$ cat src/rtl/bbd_pkg.sv
package bbd_pkg;
  // ----------------------------------------
  // instruction encoding
  // ----------------------------------------
  localparam int          PC_W          = 21;
  localparam logic [4:0]  OP_BRANCH     = 5'h1A;
  localparam logic [3:0]  OP_BITSET     = 4'h8;
  localparam int          BR_OFS_MSB    = 10;
  localparam int          OP_BRANCH_LSB = 11;
  localparam int          OP_BITSET_LSB = 12;
  localparam int          FILE_ADR_W    = 8;
  localparam int          BIT_IDX_LSB   = 9;
  localparam int          ACC_BIT_POS   = 8;
  localparam logic [7:0]  IDX_LIMIT     = 8'h5F;
  localparam logic [3:0]  ACCESS_HI_BNK = 4'hF;
  localparam logic [3:0]  ACCESS_LO_BNK = 4'h0;
  localparam logic [PC_W-1:0] PC_STEP   = 21'h000002;
  localparam logic [PC_W-1:0] PC_RESET  = 21'h000000;

  typedef enum logic [1:0] {
    BBD_EXEC  = 2'b00,
    BBD_FLUSH = 2'b01
  } bbd_state_e;

  // data-memory request towards the register file
  typedef struct packed {
    logic        rd;
    logic        wr;
    logic [11:0] addr;
    logic [7:0]  wdata;
  } bbd_mem_s;
endpackage

$ cat src/rtl/bbd_core.sv
`timescale 1ns/100ps
// Summary of operation
// - branch opcode 11010, eleven-bit offset, flags untouched
// - offset is signed -1024 to +1023
// - new pc is pc plus two plus 2n
// - branch takes two cycles, second is nop
// - bit-set 1000 forces bit, one cycle, no flags
// - access bit zero: access bank, one: bank select
// - extended set, a=0, f<=5Fh: indexed literal offset
module bbd_core (
  input  wire logic                      clk_sys_in,
  input  wire logic                      rst_in,
  input  wire logic                      instr_valid_in,
  input  wire logic [15:0]               instr_in,
  input  wire logic [3:0]                bank_select_register_in,
  input  wire logic                      ext_set_en_in,
  input  wire logic [11:0]               index_base_in,
  input  wire logic [7:0]                mem_rdata_in,
  output logic      [bbd_pkg::PC_W-1:0]  pc_out,
  output logic                           flush_out,
  output logic                           status_we_out,
  output bbd_pkg::bbd_mem_s              mem_out
);
  // ----------------------------------------
  // decode
  // ----------------------------------------
  bbd_pkg::bbd_state_e state_ff, nxt_state;
  logic [bbd_pkg::PC_W-1:0] pc_ff, nxt_pc;
  logic                     flush_ff;
  bbd_pkg::bbd_mem_s        mem_ff, nxt_mem;

  // a word seen in the flush cycle came from the fall-through address, so it never executes
  wire logic executing = instr_valid_in && (state_ff == bbd_pkg::BBD_EXEC);
  wire logic is_branch = executing && (instr_in[15:bbd_pkg::OP_BRANCH_LSB] == bbd_pkg::OP_BRANCH);
  wire logic is_bitset = executing && (instr_in[15:bbd_pkg::OP_BITSET_LSB] == bbd_pkg::OP_BITSET);
  wire logic signed [10:0] br_ofs = instr_in[bbd_pkg::BR_OFS_MSB:0];
  // the offset counts words: sign-extend it to the pc width and double it
  wire logic [bbd_pkg::PC_W-1:0] br_ofs_x2 =
    {{(bbd_pkg::PC_W-bbd_pkg::BR_OFS_MSB-2){br_ofs[bbd_pkg::BR_OFS_MSB]}}, br_ofs, 1'b0};
  wire logic [bbd_pkg::PC_W-1:0] br_target = pc_ff + bbd_pkg::PC_STEP + br_ofs_x2;
  wire logic [2:0] bit_idx  = instr_in[bbd_pkg::BIT_IDX_LSB +: 3];
  wire logic       acc_bit  = instr_in[bbd_pkg::ACC_BIT_POS];
  wire logic [7:0] file_adr = instr_in[bbd_pkg::FILE_ADR_W-1:0];
  // indexed mode adds the literal to the index pointer
  wire logic       use_index = !acc_bit && ext_set_en_in && (file_adr <= bbd_pkg::IDX_LIMIT);
  wire logic [11:0] idx_addr = index_base_in + {4'h0, file_adr};
  // access bank: low half maps to bank 0, upper half to the top bank
  wire logic [11:0] acc_addr = file_adr[bbd_pkg::FILE_ADR_W-1] ? {bbd_pkg::ACCESS_HI_BNK, file_adr}
                                                               : {bbd_pkg::ACCESS_LO_BNK, file_adr};
  wire logic [11:0] bank_addr = {bank_select_register_in, file_adr};
  wire logic [11:0] bs_addr = use_index ? idx_addr :
                              (acc_bit ? bank_addr : acc_addr);
  wire logic [7:0]  set_mask = 8'h01 << bit_idx;

  // ----------------------------------------
  // next state
  // ----------------------------------------
  always_comb begin
    nxt_state = bbd_pkg::BBD_EXEC;
    nxt_pc    = pc_ff;
    nxt_mem   = '0;
    case (state_ff)
      bbd_pkg::BBD_EXEC: begin
        if (is_branch) begin
          nxt_pc    = br_target;
          nxt_state = bbd_pkg::BBD_FLUSH;
        end else if (instr_valid_in) begin
          nxt_pc = pc_ff + bbd_pkg::PC_STEP;
        end
        // limitation: mem_rdata_in must already hold the target register in this cycle;
        // that buys a single-cycle read-modify-write with no second pipeline stage
        if (is_bitset) begin
          nxt_mem.rd    = 1'b1;
          nxt_mem.wr    = 1'b1;
          nxt_mem.addr  = bs_addr;
          nxt_mem.wdata = mem_rdata_in | set_mask;
        end
      end
      bbd_pkg::BBD_FLUSH: begin
        nxt_state = bbd_pkg::BBD_EXEC;
      end
      default: nxt_state = bbd_pkg::BBD_EXEC;
    endcase
  end

  // ----------------------------------------
  // registers
  // ----------------------------------------
  always_ff @(posedge clk_sys_in or posedge rst_in) begin
    if (rst_in) begin
      state_ff <= bbd_pkg::BBD_EXEC;
      pc_ff    <= bbd_pkg::PC_RESET;
      flush_ff <= 1'b0;
      mem_ff   <= '0;
    end else begin
      state_ff <= nxt_state;
      pc_ff    <= nxt_pc;
      flush_ff <= is_branch;
      mem_ff   <= nxt_mem;
    end
  end

  // ----------------------------------------
  // status
  // ----------------------------------------
  // neither instruction writes status flags; the port stays so a wider decoder can drive it
  logic status_we_ff;
  always_ff @(posedge clk_sys_in or posedge rst_in) begin
    if (rst_in) begin
      status_we_ff <= 1'b0;
    end else begin
      status_we_ff <= 1'b0;
    end
  end

  // ----------------------------------------
  // outputs
  // ----------------------------------------
  assign pc_out        = pc_ff;
  assign flush_out     = flush_ff;
  assign mem_out       = mem_ff;
  assign status_we_out = status_we_ff;

  // ----------------------------------------
  // checks
  // ----------------------------------------
  property p_branch_target;
    @(posedge clk_sys_in) disable iff (rst_in)
      is_branch |=> pc_ff == $past(pc_ff) + bbd_pkg::PC_STEP + $past(br_ofs_x2);
  endproperty
  a_branch_target: assert property (p_branch_target) else $error("branch target wrong");

  property p_branch_two_cycles;
    @(posedge clk_sys_in) disable iff (rst_in)
      is_branch |=> state_ff == bbd_pkg::BBD_FLUSH ##1 state_ff == bbd_pkg::BBD_EXEC;
  endproperty
  a_branch_two_cycles: assert property (p_branch_two_cycles) else $error("branch not two cycles");

  property p_flush;
    @(posedge clk_sys_in) disable iff (rst_in)
      (state_ff == bbd_pkg::BBD_FLUSH) |-> flush_out && !mem_out.wr ##1 !flush_out || is_branch;
  endproperty
  a_flush: assert property (p_flush) else $error("prefetch not discarded");

  property p_no_flags;
    @(posedge clk_sys_in) disable iff (rst_in)
      (is_branch || is_bitset) |=> !status_we_out;
  endproperty
  a_no_flags: assert property (p_no_flags) else $error("status written");

  property p_bitset_one;
    @(posedge clk_sys_in) disable iff (rst_in)
      is_bitset |=> mem_out.wr && mem_out.wdata[$past(bit_idx)]
                    && (mem_out.wdata | $past(set_mask)) == ($past(mem_rdata_in) | $past(set_mask));
  endproperty
  a_bitset_one: assert property (p_bitset_one) else $error("bit not set");

  property p_bank_sel;
    @(posedge clk_sys_in) disable iff (rst_in)
      (is_bitset && acc_bit) |=> mem_out.addr == {$past(bank_select_register_in), $past(file_adr)};
  endproperty
  a_bank_sel: assert property (p_bank_sel) else $error("bank select address wrong");

  property p_indexed;
    @(posedge clk_sys_in) disable iff (rst_in)
      (is_bitset && !acc_bit && ext_set_en_in && file_adr <= bbd_pkg::IDX_LIMIT)
        |=> mem_out.addr == $past(index_base_in) + {4'h0, $past(file_adr)};
  endproperty
  a_indexed: assert property (p_indexed) else $error("indexed address wrong");

  property p_neg_ofs;
    @(posedge clk_sys_in) disable iff (rst_in)
      (is_branch && br_ofs < 0) |=> pc_ff < $past(pc_ff) + bbd_pkg::PC_STEP || $past(pc_ff) < 21'h000800;
  endproperty
  a_neg_ofs: assert property (p_neg_ofs) else $error("offset sign wrong");

  // ----------------------------------------
  // checks: sequencing
  // ----------------------------------------
  property p_seq_pc;
    @(posedge clk_sys_in) disable iff (rst_in)
      (executing && !is_branch) |=> pc_ff == $past(pc_ff) + bbd_pkg::PC_STEP;
  endproperty
  a_seq_pc: assert property (p_seq_pc) else $error("sequential pc step wrong");

  property p_idle_pc;
    @(posedge clk_sys_in) disable iff (rst_in)
      (!instr_valid_in && state_ff == bbd_pkg::BBD_EXEC) |=> pc_ff == $past(pc_ff) && !flush_out;
  endproperty
  a_idle_pc: assert property (p_idle_pc) else $error("pc moved without an instruction");

  property p_flush_hold;
    @(posedge clk_sys_in) disable iff (rst_in)
      (state_ff == bbd_pkg::BBD_FLUSH) |=> pc_ff == $past(pc_ff);
  endproperty
  a_flush_hold: assert property (p_flush_hold) else $error("pc moved in flush cycle");

  property p_flush_pulse;
    @(posedge clk_sys_in) disable iff (rst_in)
      flush_out |=> !flush_out;
  endproperty
  a_flush_pulse: assert property (p_flush_pulse) else $error("flush longer than one cycle");

  // ----------------------------------------
  // checks: bit-set addressing
  // ----------------------------------------
  property p_wr_only_bitset;
    @(posedge clk_sys_in) disable iff (rst_in)
      !is_bitset |=> !mem_out.wr && !mem_out.rd;
  endproperty
  a_wr_only_bitset: assert property (p_wr_only_bitset) else $error("memory access without bit-set");

  property p_access_low;
    @(posedge clk_sys_in) disable iff (rst_in)
      (is_bitset && !acc_bit && !file_adr[bbd_pkg::FILE_ADR_W-1]
        && !(ext_set_en_in && file_adr <= bbd_pkg::IDX_LIMIT))
        |=> mem_out.addr == {bbd_pkg::ACCESS_LO_BNK, $past(file_adr)};
  endproperty
  a_access_low: assert property (p_access_low) else $error("low access bank address wrong");

  property p_access_high;
    @(posedge clk_sys_in) disable iff (rst_in)
      (is_bitset && !acc_bit && file_adr[bbd_pkg::FILE_ADR_W-1])
        |=> mem_out.addr == {bbd_pkg::ACCESS_HI_BNK, $past(file_adr)};
  endproperty
  a_access_high: assert property (p_access_high) else $error("high access bank address wrong");
endmodule

$ cat config.mk
export PLATFORM = sky130hd
export DESIGN_NAME = bbd_core
export DESIGN_NICKNAME = d
export VERILOG_FILES = /design/src/rtl/bbd_pkg.sv /design/src/rtl/bbd_core.sv
export SDC_FILE = /design/constraint.sdc
export NUM_CORES = 1
export LEC_CHECK = 0
export BUFFER_PORTS_ARGS = -buffer_cell sky130_fd_sc_hd__clkbuf_2
export CORE_UTILIZATION = 56
export CTS_BUF_LIST = sky130_fd_sc_hd__clkbuf_8
export DETAILED_ROUTE_END_ITERATION = 6
export GPL_ROUTABILITY_DRIVEN = 0
export PLACE_DENSITY = 0.83
export SKIP_LAST_GASP = 1
export SLEW_MARGIN = 20
export SYNTH_ARGS = -nofsm -noshare
export SYNTH_HDL_FRONTEND = slang
export SYNTH_SLANG_ARGS = --single-unit
$ cat constraint.sdc
create_clock -name clk_sys_in -period 3.7 [get_ports clk_sys_in]
set_input_delay 0.185 -clock clk_sys_in [delete_from_list [all_inputs] [get_ports clk_sys_in]]
set_output_delay 0.185 -clock clk_sys_in [all_outputs]
set_load 0.005 [all_outputs]
==> results.ini <==
[yosys]
synth.largest_area_cell=dfrtp_1
synth_flop_cell=dfrtp_1
synth_edf_count=0
synth_fa_ha_area_frac=0.124
ys_seq_area_frac=0.302
ys_ff_latch=43
synth_top_area_share=0.302
synth_mux_area_frac=0.0116
yosys.cell_types.count=57
yosys.area_share.simple=0.195
synthXorXnorAreaFrac=0.101
synth.top_cells.by_area=dfrtp_1 (30%), ha_1 (11%), xnor2_1 (6.9%)
synth_cells=422
synthArstFlopShare=1.00
synth_compound_area_frac=0.215
synth_area_per_cell_um2=8.43
syn_area_um2=3560
ys_warn_count=0
synth_top_family_by_area=compound AO/OA/AOI/OAI gates

[timing]
fmax_ghz=0.283
finalSetupViolations=0
min_period_ns=3.53
maxSlewHeadroom=0.395
timing.hold.ws_ns=-0.0131
rsz0062_at_grt=no
worst_pin_slew_ns=0.908
hold_viol=21
timing.final.max_slew_violations=0
clock-skew-final_ns=0.00896
finalCritPeriodShare=0.955

[drt]
drt-wirelength-per-cell_um=15.3
drtIter0Drc=144
drt-total-wl_um=8950
drc=0
drtAntennaViolNets=0
first_pass_iters=4
viasPerCell=5.81
vias=3407

[global_routing]
grt_max_degree=44
grt-ovfl-total=0
grt_pass1_wl_um=14200
antenna_found_initial=0
grt_use_total=0.276
grt_pass1_vias=3140

[placed_design]
place_area_um2=4040
post-dp-hpwl_um=6720
portBuffers=86

[floorplan]
die_area_um2=6680
initial_utilization=0.591
core_um2=6030
die_x_um=81.7
die_y_um=81.7
io_pins=89
std_cell_rows=28

[min_path]
hp-class=input port to async pin

[setup_path]
worst-setup-path-type=flip-flop to flip-flop
r2r-start=pc_out[1]
start_kind=flip-flop
rr_worst_depth=16
r2r-end=pc_out[20]
r2r_setup_slack_ns=0.17
required_ns=3.93
critPathArrivalTime_ns=3.76
crit_fanout=5
endpoint_kind=flip-flop

[pwr]
pwr-share-clk=0.185
seqPwrFrac=0.296
switching_share=0.405
intPower_uw=1400
peakVddDrop_uv=342
p_comb_frac=0.519
power_density_nw_per_um2=549
p_leak_uw=0.00213
netSwitchingPower_uw=952
total_power_uw=2350

[cells_and_area]
drive_gt1_frac=0.260
syn_to_final_growth_pct=20.1
layout_commonest_cell=clkbuf_2
final_area_um2=4270
final_cell_mix=clkbuf_2 (86), nand2_1 (41), a21oi_1 (41), dfrtp_1 (41), nor2_1 (32)
nets=588
antenna_cells=0

[flow_run]
drv_cap=0

[clock_network]
clock_latency_ns=0.30
cts_root_buffer=clkbuf_8
htree_levels=2
cts_buffers=5
clkTransAtPathRegs_ns=0.09
cts_buffer_depth=2
cts_tree=built
clock_sinks=43

[status]
failed_checks=hold timing
status=complete, but fails checks

## layout make-up
type	instances	area, µm²
repair buffers	98	520
clock inverters	3	63.8
clock buffers	5	68.8
inverters	20	75.1
flip-flops and latches	43	1080
multi-input cells	342	2370
fillers	489	1750
well taps	75	93.8
## kinds of logic after synthesis
family,count (synthesis)
compound gates,125
xor+xnor,41
fa+ha+maj,34
buf+inv,38
flops,43
mux,4
other cells,1
simple gates,136
## registers in the layout, summed over array words and instances, names as in the netlist
signal / flops
pc_out: 20
flush_out: 1
state_ff: 1
mem_out: 21
## layer usage
metal  track usage  share of wire
met1         0.335           0.43
met2         0.488           0.49
met3        0.0478          0.062
met4        0.0982          0.022
met5             0              0
## critical path, stage by stage, from the launching register on
cell and delay [ns]:
dfrtp_1 0.41, ha_4 0.17, and3_4 0.19, and3_4 0.20, and2_4 0.16, and3_4 0.20, and3_4 0.23, and3_4 0.20
nand3_2 0.10, xnor2_1 0.15, ha_1 0.33, nand4_1 0.18, nor4_1 0.40, a311oi_2 0.09, nand3_2 0.11, mux2i_1 0.21
xnor2_1 0.14
## how the worst max path moves through the flow
stage | from | end | slack, ns | cells past startpoint
3_5_place_dp | pc_out[1] | pc_out[20] | -0.04 | 17
6_report | pc_out[1] | pc_out[20] | 0.17 | 16
4_1_cts | pc_out[3] | pc_out[20] | 0.005 | 14
2_1_floorplan | pc_out[1] | pc_out[20] | 0.22 | 17
5_1_grt | pc_out[1] | pc_out[20] | 0.0005 | 18
3_3_place_gp | pc_out[1] | pc_out[20] | 0.16 | 17
## what timing repair did
| item | in CTS | in global routing |
|---|---|---|
| hold buffers | 0 | 0 |
| endpoints found under the hold margin | 0 | 0 |
| buffers inserted | 1 | 4 |
| endpoints found under the setup margin | 1 | 1 |
| pin swaps | 0 | 7 |
| resized for setup | 2 | 14 |
## cells in the mapped netlist, drive strengths merged (4+ instances only)
cell type and number:
nor3 10, nand2b 5, nand4 7, xor2 13, dfrtp 43, nand2 41
buf 6, ha 32, xnor2 28, and3 9, inv 20, clkbuf 12
nand3 13, and2 4, o21bai 6, nor2 34, a221oi 4, o21ai 31
nor2b 6, a21o 10, a21oi 43, a31oi 10
## power groups by stage
stage / registers [µW] / clock network (µW) / logic [µW]
after floorplan: 684 / 0 / 841
after global placement: 684 / 0 / 1130
after detailed placement: 692 / 0 / 1160
after CTS: 681 / 444 / 1190
after global routing: 710 / 464 / 1350
final: 694 / 435 / 1220
## per-stage QoR
step	TNS [ns]	hold slack (ns)	utilization	setup WS [ns]	cells
finish	0	-0.0131	0.709	0.167	586
detailed placement	-0.0356	0.342	0.670	-0.0356	573
global placement	0	0.325	0.670	0.157	573
floorplan	0	0.291	-	0.217	423
global route	0	0.0434	0.709	0.000538	586
CTS	0	0.00992	0.694	0.00497	582
Power figures use the tool's default switching activity.
